`config.mk`:
```
export PLATFORM = sky130hd
export DESIGN_NAME = lph_handshake
export DESIGN_NICKNAME = d
export VERILOG_FILES = /design/src/hw/lph_handshake.v
export VERILOG_INCLUDE_DIRS = /design/src /design/src/hw
export SDC_FILE = /design/constraint.sdc
export NUM_CORES = 1
export LEC_CHECK = 0
export ABC_AREA = 1
export BUFFER_PORTS_ARGS = -buffer_cell sky130_fd_sc_hd__buf_2
export CAP_MARGIN = 20
export CORE_MARGIN = 2
export CORE_UTILIZATION = 60
export CTS_BUF_LIST = sky130_fd_sc_hd__clkbuf_8
export CTS_CLUSTER_DIAMETER = 150
export DETAILED_ROUTE_END_ITERATION = 12
export GPL_TIMING_DRIVEN = 0
export PLACE_DENSITY = 0.83
export REMOVE_ABC_BUFFERS = 1
export SLEW_MARGIN = 10
export SYNTH_ARGS = -nofsm -noshare
export SYNTH_HDL_FRONTEND = slang
export SYNTH_SLANG_ARGS = --single-unit
```
`constraint.sdc`:
```
create_clock -name CLK_SYS -period 1.9 [get_ports CLK_SYS]
set_input_delay 0.095 -clock CLK_SYS [delete_from_list [all_inputs] [get_ports CLK_SYS]]
set_output_delay 0.095 -clock CLK_SYS [all_outputs]
set_load 0.1 [all_outputs]
```
`src/hw/lph_defines.vh`:
```
`ifndef LPH_DEFINES_VH
`define LPH_DEFINES_VH
// wake and entry method codes
`define LPH_M_UART 2'h0
`define LPH_M_SPIE 2'h1
`define LPH_M_SPI 2'h2
`define LPH_M_HSK 2'h3
// one character time on the host serial line, in ns
`define LPH_CHAR_NS 86800
`define LPH_CLK_NS 100
`define LPH_CHAR_CYC ((`LPH_CHAR_NS + `LPH_CLK_NS - 1) / `LPH_CLK_NS)
`define LPH_BRK_W 10
// state codes
`define LPH_S_W 10
`define LPH_ST_ACT 10'h001
`define LPH_ST_SLP 10'h002
`define LPH_ST_FLOW 10'h004
`define LPH_ST_CKOFF 10'h008
`define LPH_ST_DEEP 10'h010
`define LPH_ST_WAKE 10'h020
`define LPH_ST_ATTN 10'h040
`define LPH_ST_RADIO 10'h080
`define LPH_ST_PDN 10'h100
`define LPH_ST_XFER 10'h200
// power state report, one bit each
`define LPH_PS_ACT 4'h1
`define LPH_PS_SLP 4'h2
`define LPH_PS_DEEP 4'h4
`define LPH_PS_PDN 4'h8
`endif

```
`src/hw/lph_handshake.v`:
```
`timescale 1ns/1ps
`default_nettype none
`include "lph_defines.vh"

module lph_handshake (
  input wire CLK_SYS,
  input wire ARST_N,
  input wire [1:0] METHOD,
  input wire CKREQ_LOW,
  input wire ATTN_ORDER,
  input wire DS_ENABLE,
  input wire PDOWN_CMD,
  input wire HOST_SERIAL_RX,
  input wire WAKE_REQUEST_IN,
  input wire SLEEP_MSG,
  input wire WAKEUP_MSG,
  input wire LINK_ACTIVE,
  input wire RADIO_DUE,
  input wire HOST_DATA_PENDING,
  input wire CLK_PRESENT,
  output reg CLOCK_REQUEST_OUT_A,
  output reg CLOCK_REQUEST_OUT_B,
  output reg FLOW_HOLD_OUTPUT,
  output reg HOST_ATTENTION_OUTPUT,
  output reg CLK_GATE,
  output reg CMD_ACCEPT,
  output reg XFER_REQ,
  output reg WOKEN_EVT,
  output reg MEM_REINIT,
  output reg RETAIN_PINS,
  output reg [3:0] PWR_STATE
);

  // ****************************************
  // reset release
  // ****************************************
  reg rst_q1;
  reg rst_n;

  // two flops so the release is clean to the system clock
  always @(posedge CLK_SYS or negedge ARST_N) begin
    if (!ARST_N) begin
      rst_q1 <= 1'b0;
      rst_n <= 1'b0;
    end else begin
      rst_q1 <= 1'b1;
      rst_n <= rst_q1;
    end
  end

  // ****************************************
  // wake input synchronisers
  // ****************************************
  reg rx_q1;
  reg rx_s;
  reg wk_q1;
  reg wk_s;

  // first stage feeds only the second stage
  always @(posedge CLK_SYS or negedge rst_n) begin
    if (!rst_n) begin
      rx_q1 <= 1'b1;
      rx_s <= 1'b1;
      wk_q1 <= 1'b0;
      wk_s <= 1'b0;
    end else begin
      rx_q1 <= HOST_SERIAL_RX;
      rx_s <= rx_q1;
      wk_q1 <= WAKE_REQUEST_IN;
      wk_s <= wk_q1;
    end
  end

  // ****************************************
  // break detector
  // ****************************************
  reg [`LPH_BRK_W-1:0] brk_cnt;
  wire brk_full;

  // break means low for at least one full character time
  assign brk_full = (brk_cnt == `LPH_CHAR_CYC);

  // counter saturates so a long break stays seen
  always @(posedge CLK_SYS or negedge rst_n) begin
    if (!rst_n) begin
      brk_cnt <= {`LPH_BRK_W{1'b0}};
    end else if (rx_s) begin
      brk_cnt <= {`LPH_BRK_W{1'b0}};
    end else if (!brk_full) begin
      brk_cnt <= brk_cnt + 1'b1;
    end
  end

  // ****************************************
  // enables and latched requests
  // ****************************************
  reg ds_en;
  reg pd_armed;
  reg sleep_req;
  reg [`LPH_S_W-1:0] st;
  reg [`LPH_S_W-1:0] next_st;
  reg host_wake;
  reg data_wake;
  wire in_deep;
  wire in_pdn;

  assign in_deep = (st == `LPH_ST_DEEP);
  assign in_pdn = (st == `LPH_ST_PDN);

  // memory loss in power down also drops the enables
  always @(posedge CLK_SYS or negedge rst_n) begin
    if (!rst_n) begin
      ds_en <= 1'b0;
      pd_armed <= 1'b0;
      sleep_req <= 1'b0;
    end else begin
      if (in_pdn && wk_s) begin
        ds_en <= 1'b0;
      end else if (DS_ENABLE) begin
        ds_en <= 1'b1;
      end
      // the arming command wins over the clear of the same cycle
      if (PDOWN_CMD) begin
        pd_armed <= 1'b1;
      end else if (in_pdn) begin
        pd_armed <= 1'b0;
      end
      if (SLEEP_MSG && METHOD == `LPH_M_SPIE) begin
        sleep_req <= 1'b1;
      end else if (st == `LPH_ST_CKOFF || WAKEUP_MSG) begin
        sleep_req <= 1'b0;
      end
    end
  end

  // ****************************************
  // permission and wake decode per method
  // ****************************************
  reg permit;
  reg host_up;
  wire busy;
  wire may_deep;

  // any link or pending work blocks deeper states
  assign busy = LINK_ACTIVE | RADIO_DUE | HOST_DATA_PENDING;
  assign may_deep = ds_en & permit & ~busy;

  // host permission and host wake differ by method
  always @* begin
    permit = 1'b0;
    host_up = 1'b0;
    case (METHOD)
      `LPH_M_UART: begin
        permit = brk_full;
        host_up = rx_s;
      end
      `LPH_M_SPIE: begin
        permit = sleep_req;
        host_up = WAKEUP_MSG;
      end
      default: begin
        permit = ~wk_s;
        host_up = wk_s;
      end
    endcase
  end

  // ****************************************
  // power state machine
  // ****************************************
  always @* begin
    next_st = st;
    case (st)
      `LPH_ST_ACT, `LPH_ST_SLP: begin
        // device never goes deeper unless the host allowed it
        if (may_deep) begin
          next_st = `LPH_ST_FLOW;
        end else if (sleep_req && HOST_DATA_PENDING) begin
          next_st = `LPH_ST_XFER;
        end else if (RADIO_DUE || HOST_DATA_PENDING) begin
          next_st = `LPH_ST_ACT;
        end else begin
          next_st = `LPH_ST_SLP;
        end
      end
      `LPH_ST_XFER: begin
        if (!HOST_DATA_PENDING) begin
          next_st = `LPH_ST_SLP;
        end
      end
      `LPH_ST_FLOW: begin
        next_st = `LPH_ST_CKOFF;
      end
      `LPH_ST_CKOFF: begin
        if (pd_armed) begin
          next_st = `LPH_ST_PDN;
        end else begin
          next_st = `LPH_ST_DEEP;
        end
      end
      `LPH_ST_DEEP: begin
        if (host_up || HOST_DATA_PENDING || RADIO_DUE) begin
          next_st = `LPH_ST_WAKE;
        end
      end
      `LPH_ST_WAKE: begin
        if (CLK_PRESENT) begin
          if (host_wake) begin
            next_st = `LPH_ST_SLP;
          end else if (data_wake && ATTN_ORDER) begin
            next_st = `LPH_ST_ATTN;
          end else if (data_wake) begin
            next_st = `LPH_ST_ACT;
          end else begin
            next_st = `LPH_ST_RADIO;
          end
        end
      end
      `LPH_ST_ATTN: begin
        // host confirms by releasing the receive line
        if (rx_s) begin
          next_st = `LPH_ST_ACT;
        end
      end
      `LPH_ST_RADIO: begin
        if (!RADIO_DUE) begin
          next_st = `LPH_ST_DEEP;
        end
      end
      `LPH_ST_PDN: begin
        if (wk_s) begin
          next_st = `LPH_ST_WAKE;
        end
      end
      default: begin
        next_st = `LPH_ST_SLP;
      end
    endcase
  end

  // wake cause is caught as the deep or power-down state is left
  always @(posedge CLK_SYS or negedge rst_n) begin
    if (!rst_n) begin
      st <= `LPH_ST_SLP;
      host_wake <= 1'b0;
      data_wake <= 1'b0;
    end else begin
      st <= next_st;
      if ((in_deep || in_pdn) && next_st == `LPH_ST_WAKE) begin
        host_wake <= host_up | in_pdn;
        data_wake <= HOST_DATA_PENDING;
      end
    end
  end

  // ****************************************
  // registered outputs
  // ****************************************
  reg next_req;
  reg next_hold;
  reg next_attn;
  wire uart;
  wire spie_low;

  assign uart = (METHOD == `LPH_M_UART);
  assign spie_low = (METHOD == `LPH_M_SPIE) & CKREQ_LOW;

  // in the serial method, flow hold rises before the clock request falls
  always @* begin
    next_req = 1'b1;
    next_hold = FLOW_HOLD_OUTPUT;
    next_attn = 1'b0;
    case (next_st)
      `LPH_ST_CKOFF, `LPH_ST_DEEP, `LPH_ST_PDN: begin
        next_req = 1'b0;
        next_hold = uart;
      end
      `LPH_ST_FLOW: begin
        next_hold = uart;
      end
      `LPH_ST_WAKE, `LPH_ST_RADIO: begin
        next_req = 1'b1;
      end
      `LPH_ST_ATTN: begin
        next_attn = 1'b1;
      end
      default: begin
        next_hold = 1'b0;
        next_attn = data_wake & ATTN_ORDER & ~uart;
      end
    endcase
  end

  // a single clock request is steered to the pin of its polarity
  always @(posedge CLK_SYS or negedge rst_n) begin
    if (!rst_n) begin
      CLOCK_REQUEST_OUT_A <= 1'b1;
      CLOCK_REQUEST_OUT_B <= 1'b1;
      FLOW_HOLD_OUTPUT <= 1'b0;
      HOST_ATTENTION_OUTPUT <= 1'b0;
      CLK_GATE <= 1'b0;
      CMD_ACCEPT <= 1'b1;
      XFER_REQ <= 1'b0;
      WOKEN_EVT <= 1'b0;
      MEM_REINIT <= 1'b0;
      RETAIN_PINS <= 1'b0;
      PWR_STATE <= `LPH_PS_SLP;
    end else begin
      CLOCK_REQUEST_OUT_A <= next_req & ~spie_low;
      CLOCK_REQUEST_OUT_B <= ~(next_req & spie_low);
      FLOW_HOLD_OUTPUT <= next_hold;
      HOST_ATTENTION_OUTPUT <= next_attn;
      CLK_GATE <= ~next_req;
      CMD_ACCEPT <= (next_st == `LPH_ST_ACT) | (next_st == `LPH_ST_SLP) |
                    (next_st == `LPH_ST_XFER);
      XFER_REQ <= (next_st == `LPH_ST_XFER);
      WOKEN_EVT <= in_deep & WAKEUP_MSG &
                   (METHOD == `LPH_M_SPIE);
      MEM_REINIT <= in_pdn & wk_s;
      RETAIN_PINS <= (next_st == `LPH_ST_PDN);
      case (next_st)
        `LPH_ST_ACT, `LPH_ST_XFER, `LPH_ST_RADIO, `LPH_ST_ATTN: begin
          PWR_STATE <= `LPH_PS_ACT;
        end
        `LPH_ST_DEEP, `LPH_ST_CKOFF, `LPH_ST_WAKE: begin
          PWR_STATE <= `LPH_PS_DEEP;
        end
        `LPH_ST_PDN: begin
          PWR_STATE <= `LPH_PS_PDN;
        end
        default: begin
          PWR_STATE <= `LPH_PS_SLP;
        end
      endcase
    end
  end

endmodule

`default_nettype wire

```
=== Yosys cells after proc, flatten, opt, wreduce, memory -nomap -nowiden ===
Index checks and enable logic that the tools add are counted.

* Register bits after elaboration: 45
* Input port bits: 16
* Output and inout port bits: 14
* Logic and storage cells: 117

* Add/sub/neg operators: 1
* Eq/ne operators: 23
* Mux-type cells: 28
* Bitwise gates (word level): 20
* Reduce and logical (&&, ||, !) cells: 21

{| class="wikitable"
|+ Operator list
! kind !! number
|-
| $mux W10 || 10
|-
| $pmux W10 S9 || 1
|-
| $eq A10 B10 Y1 const B || 3
|-
| $mux W8 || 3
|-
| $eq A10 B1 Y1 const B || 2
|-
| $eq A10 B2 Y1 const B || 2
|-
| $eq A10 B3 Y1 const B || 2
|-
| $eq A10 B4 Y1 const B || 2
|-
| $eq A10 B5 Y1 const B || 2
|-
| $eq A10 B6 Y1 const B || 2
|-
| $eq A10 B7 Y1 const B || 2
|-
| $eq A10 B8 Y1 const B || 2
|-
| $eq A10 B9 Y1 const B || 2
|-
| $pmux W4 S3 || 1
|-
| $add A10 B1 Y10 const B || 1
|-
| $and A1 B1 Y1 || 10
|-
| $mux W9 || 1
|-
| $reduce_or A3 Y1 || 3
|-
| $pmux W1 S2 || 4
|-
| $reduce_or A4 Y1 || 2
|-
| $mux W1 || 7
|-
| $reduce_bool A2 Y1 || 3
|-
| $reduce_or A6 Y1 || 1
|-
| $logic_and A1 B1 Y1 || 5
|-
| 8 further kinds || 20
|}

=== Depth between registers and ports, before layout ===
* Depth in word-level cells: 11
* Gate-level depth with buffers: 12
* Gate-level depth less buffers: 12

=== Worst setup path before layout ===
No wires, ideal clock.

* Path kind: register to register
* Start point: register st[1]
* End point: register FLOW_HOLD_OUTPUT
* Library setup time: 0.121 ns
* Arrival: 1.398 ns
* Data required time: 1.779 ns
* Slack: 0.381 ns
* Cell stages (with the launch flop): 12
* Buffers on the path: 0
* Period minus slack after synthesis: 1.519 ns
* Cell sequence: dfstp_2 nor2_4 nand2_8 nor2_8 nand2_4 nand2_1 nor2_2 nand2_2 nand2_4 nand4_4 o21bai_1 nand2_1

* Word-level cells in the longest chain between the ends: 6
* Elaborated cells between the ends (all ways): 28
* Classes of those cells: eq/ne (17); mux (8); reduce/logical (3)

{| class="wikitable"
|+ Ends and longest elaborated chain
! what !! line !! text
|-
| from (decl) || lph_handshake.v:100 || <nowiki>reg [`LPH_S_W-1:0] st;</nowiki>
|-
| from (signal assigned) || lph_handshake.v:244 || <nowiki>st <= `LPH_ST_SLP;</nowiki>
|-
| from (signal assigned) || lph_handshake.v:248 || <nowiki>st <= next_st;</nowiki>
|-
| $eq A10 B1 Y1 or $eq A10 B2 Y1 (tied branches) || lph_handshake.v:173 || <nowiki>case (st)</nowiki>
|-
| $reduce_or A2 Y1 || lph_handshake.v:173 ||
|-
| $pmux W10 S9 (*) || lph_handshake.v:173 ||
|-
| $eq A10 B9 Y1, or another cell as far along || lph_handshake.v:273 || <nowiki>case (next_st)</nowiki>
|-
| $reduce_or A4 Y1 (no source line) or $reduce_or A3 Y1 (tied branches) || n/a ||
|-
| $pmux W1 S2 || lph_handshake.v:273 ||
|-
| to (signal assigned) || lph_handshake.v:311 || <nowiki>FLOW_HOLD_OUTPUT <= next_hold;</nowiki>
|-
| to (decl) || lph_handshake.v:23 || <nowiki>output reg FLOW_HOLD_OUTPUT,</nowiki>
|}

Mark *: on every way between the ends. The rest lies on a longest branch, timed or not.
A chain may end at the register's enable or synchronous reset.

=== Worst setup path in the final report ===
* Start point: register wk_s
* End point: register HOST_ATTENTION_OUTPUT

* Word-level cells in the longest chain between the ends: 9
* Elaborated cells between the ends (all ways): 20
* Classes of those cells: eq/ne (7); mux (7); bitwise (3); reduce/logical (3)

{| class="wikitable"
|+ Ends and longest elaborated chain
! what !! line !! text
|-
| from (decl) || lph_handshake.v:57 || <nowiki>reg wk_s;</nowiki>
|-
| from (signal assigned) || lph_handshake.v:70 || <nowiki>wk_s <= wk_q1;</nowiki>
|-
| $not A1 Y1 || lph_handshake.v:162 || <nowiki>permit = ~wk_s;</nowiki>
|-
| $pmux W1 S2 || lph_handshake.v:152 || <nowiki>case (METHOD)</nowiki>
|-
| $and A1 B1 Y1 (2 in series) || lph_handshake.v:146 || <nowiki>assign may_deep = ds_en & permit & ~busy;</nowiki>
|-
| $mux W10 || lph_handshake.v:176 || <nowiki>if (may_deep) begin</nowiki>
|-
| $pmux W10 S9 (*) || lph_handshake.v:173 ||
|-
| $eq A10 B6 Y1, or another cell as far along || lph_handshake.v:273 ||
|-
| $reduce_or A6 Y1 (no source line) || n/a ||
|-
| $pmux W1 S2 (*) || lph_handshake.v:273 ||
|-
| net next_attn || lph_handshake.v:261 || <nowiki>reg next_attn;</nowiki>
|-
| to (signal assigned) || lph_handshake.v:312 || <nowiki>HOST_ATTENTION_OUTPUT <= next_attn;</nowiki>
|-
| to (decl) || lph_handshake.v:24 || <nowiki>output reg HOST_ATTENTION_OUTPUT,</nowiki>
|}

Mark *: on every way through the listed nets, which the timed path passes. The rest lies on a longest branch.

==> results_dict.tcl <==
set metrics [dict create \
    status "finished, final reports clean" \
    rsz0062_at_grt "no" \
    die_h_microns 66.42 \
    grt_max_degree 23 \
    ant_nets 0 \
    grt_pass1_vias 1781 \
    layout.nets 312 \
    timing.final.ws_setup_ns 0.1726 \
    p_leak_nw 1.462 \
    drt-pass1-iter-count 4 \
    drt_iter0_markers 85 \
    worstSetupEndpointType "register" \
    synth.largest_area_cell "dfrtp_1" \
    dieArea_sq_mm 0.004411 \
    final_cells 343 \
    synth_top_area_share_pct 40.69 \
    synth-compound-area-share_pct 8.512 \
    synth_cell_types 34 \
    ys_ff_latch 45 \
    worstPathCellList "nand2_1 > nand2_1 > nor4_1 > nand2_1 > a21oi_1 > nand3_2 > nand2_1 > nand3_1" \
    crit-reg2reg-launch "wk_s$_DFF_PN0_" \
    startpoint_type "register" \
    yosys_warnings 0 \
    r2r_end "HOST_ATTENTION_OUTPUT$_DFF_PN0_" \
    relSlewSlack_pct 66.14 \
    cts_tree "built" \
    dp_hpwl_mm 3.472 \
    drt-total-wl_mm 4.693 \
    viasPerCell 5.122 \
    grtUsageTotal_pct 25.39 \
    die_x_microns 66.42 \
    tightest_slew_ns 0.5079 \
    gp_congestion 0.9115 \
    clk-insertion-delay-late_ns 0.31 \
    path_clk_slew_ns 0.09 \
    peakVddDrop_mv 0.8428 \
    place_ws_ns 0.1548 \
    dp_cells 328 \
    grt-ovfl-total 0 \
    path_max_fanout 3 \
    setup_violations 0 \
    critical-path-top-delay-family "simple AND/OR/NAND/NOR gates" \
    synthSimpleGateAreaFrac_pct 33.51 \
    rows 22 \
    coreArea_sq_mm 0.003716 \
    slew_viol_final 0 \
    cts_root_buffer "clkbuf_8" \
    total_power_mw 2.879 \
    diodes 0 \
    area.growth.synth_to_final_pct 18.15 \
    hold_violations 0 \
    via_count 1757 \
    n_fill_cell 264 \
    postCtsSetupBuffers 0 \
    critical_path_required_ns 2.08 \
    avgRoutedWirePerCell_microns 13.68 \
    syn_area_per_cell_sq_um 9.349 \
    powerDensity_mw_per_mm2 1043 \
    fmax_mhz 578.9 \
    fin_tns_setup_ns 0 \
    postSynthCellCount 250 \
    initial_core_util_pct 62.90 \
    critPathBufInv 0 \
    synthAdderAreaFrac_pct 1.071 \
    worst-r2r-setup-slack_ns 0.17 \
    cp.arrival_ns 1.91 \
    multi_input_area_sq_mm 0.001045 \
    crit_top_cell "nand2_1" \
    grt_pass1_wl_mm 8.107 \
    crit_path_top_delay_cell "dfrtp_1" \
    finalCritPeriodShare_pct 90.92 \
    top_regs "brk_cnt: 10 flops, st: 10 flops, PWR_STATE: 4 flops" \
    clock_sinks 45 \
    netlist_top_cells_area "dfrtp_1, dfstp_2, inv_1" \
    synth_xor_area_share_pct 1.124 \
    fin_skew_ns 0.01148 \
    reg2regPathDepth 8 \
    drive_gt1_share_pct 34.92 \
    cpPeakStageDelay_ns 0.43 \
    seqCellArea_sq_mm 0.001136 \
    synth_top_family_by_area "simple AND/OR/NAND/NOR gates" \
    layout_min_cycle_time_ns 1.727 \
    htree_levels 2 \
    worstSetupPathType "register to register" \
    synth.mux.area_fraction_pct 0 \
    syn_area_sq_mm 0.002337 \
    layout_common_cells "dfrtp_1, inv_1, nand2_1" \
    port_buffers 29 \
    cts_buffer_depth 2 \
    cts_made_buffers 5 \
    ioPinCount 30 \
    seq_area_frac_synth_pct 48.55 \
    hp-class "input pin to async pin" \
    antenna_found_initial 0 \
    cap_violations 0 \
    drcViolationCount 0 \
]
## power breakdown
part           total (mW)  internal, mW  leakage (nW)  switching, mW
sequential           1.15          1.07         0.573         0.0745
clock               0.729         0.394        0.0585          0.335
combinational        1.00         0.262         0.830          0.739
## cell type report
class	count	share of cell area (%)
Sequential cell	45	41.14
Multi-Input combinational cell	161	37.83
Timing Repair Buffer	37	8.790
Inverter	44	5.981
Clock buffer	5	2.492
Tap cell	48	2.175
Clock inverter	3	1.586
## worst max path at each step
stage,startpoint,end,cells after the start
2_1_floorplan,st[1]$_DFF_PN1_,FLOW_HOLD_OUTPUT$_DFFE_PN0N_,11
3_3_place_gp,rst_n$_DFF_PN0_,HOST_ATTENTION_OUTPUT$_DFF_PN0_,0
3_5_place_dp,brk_cnt[0]$_DFFE_PN0P_,brk_cnt[8]$_DFFE_PN0P_,12
4_1_cts,brk_cnt[0]$_DFFE_PN0P_,brk_cnt[8]$_DFFE_PN0P_,12
5_1_grt,st[1]$_DFF_PN1_,FLOW_HOLD_OUTPUT$_DFFE_PN0N_,11
6_report,wk_s$_DFF_PN0_,HOST_ATTENTION_OUTPUT$_DFF_PN0_,8
## metrics by stage
step	hold WS [ns]	cell area, sq um	util (%)
2_1_floorplan	-0.2006	2337	-
3_5_place_dp	-0.1163	2571	69.19
4_1_cts	0.08254	2754	74.11
6_report	0.09201	2761	74.31
5_1_grt	0.09531	2761	74.31
3_3_place_gp	-0.1211	2542	68.42
## worst register-to-register path: stages, from the launching register on
cell	delay, ns
dfrtp_1	0.43
nand2_1	0.13
nand2_1	0.06
nor4_1	0.36
nand2_1	0.13
a21oi_1	0.23
nand3_2	0.13
nand2_1	0.07
nand3_1	0.07
## kinds of logic after synthesis
| kind of cell | Yosys count |
|---|---|
| other cells | 1 |
| simple gates | 124 |
| fa+ha+maj | 2 |
| flops | 45 |
| compound gates | 31 |
| buf+inv | 44 |
| xor+xnor | 3 |
## cells in the mapped netlist, drive strengths merged
cell type,count
a211oi,1
a21oi,9
a32o,1
conb,1
dfrtp,38
dfstp,7
ha,2
inv,44
nand2,49
nand3,17
nand3b,1
nand4,5
nor2,47
nor3,3
nor3b,1
nor4,1
o211ai,1
o21ai,16
o21bai,2
o22ai,1
xor2,3
## what timing repair did
item,4_1_cts,5_1_grt
hold buffers,7,0
hold endpoints to repair,9,0
gates resized for setup,0,3
setup endpoints to repair,0,2
## routing by layer
layer | track usage (%) | vias to the layer above | wire length (microns)
met5 | 0 | - | 0
met4 | 11.22 | 0 | 104
met3 | 5.281 | 9 | 281
met2 | 40.75 | 55 | 2316
met1 | 33.26 | 817 | 1991
li1 | - | 876 | -
No activity file was read; power rests on OpenSTA's default activity.
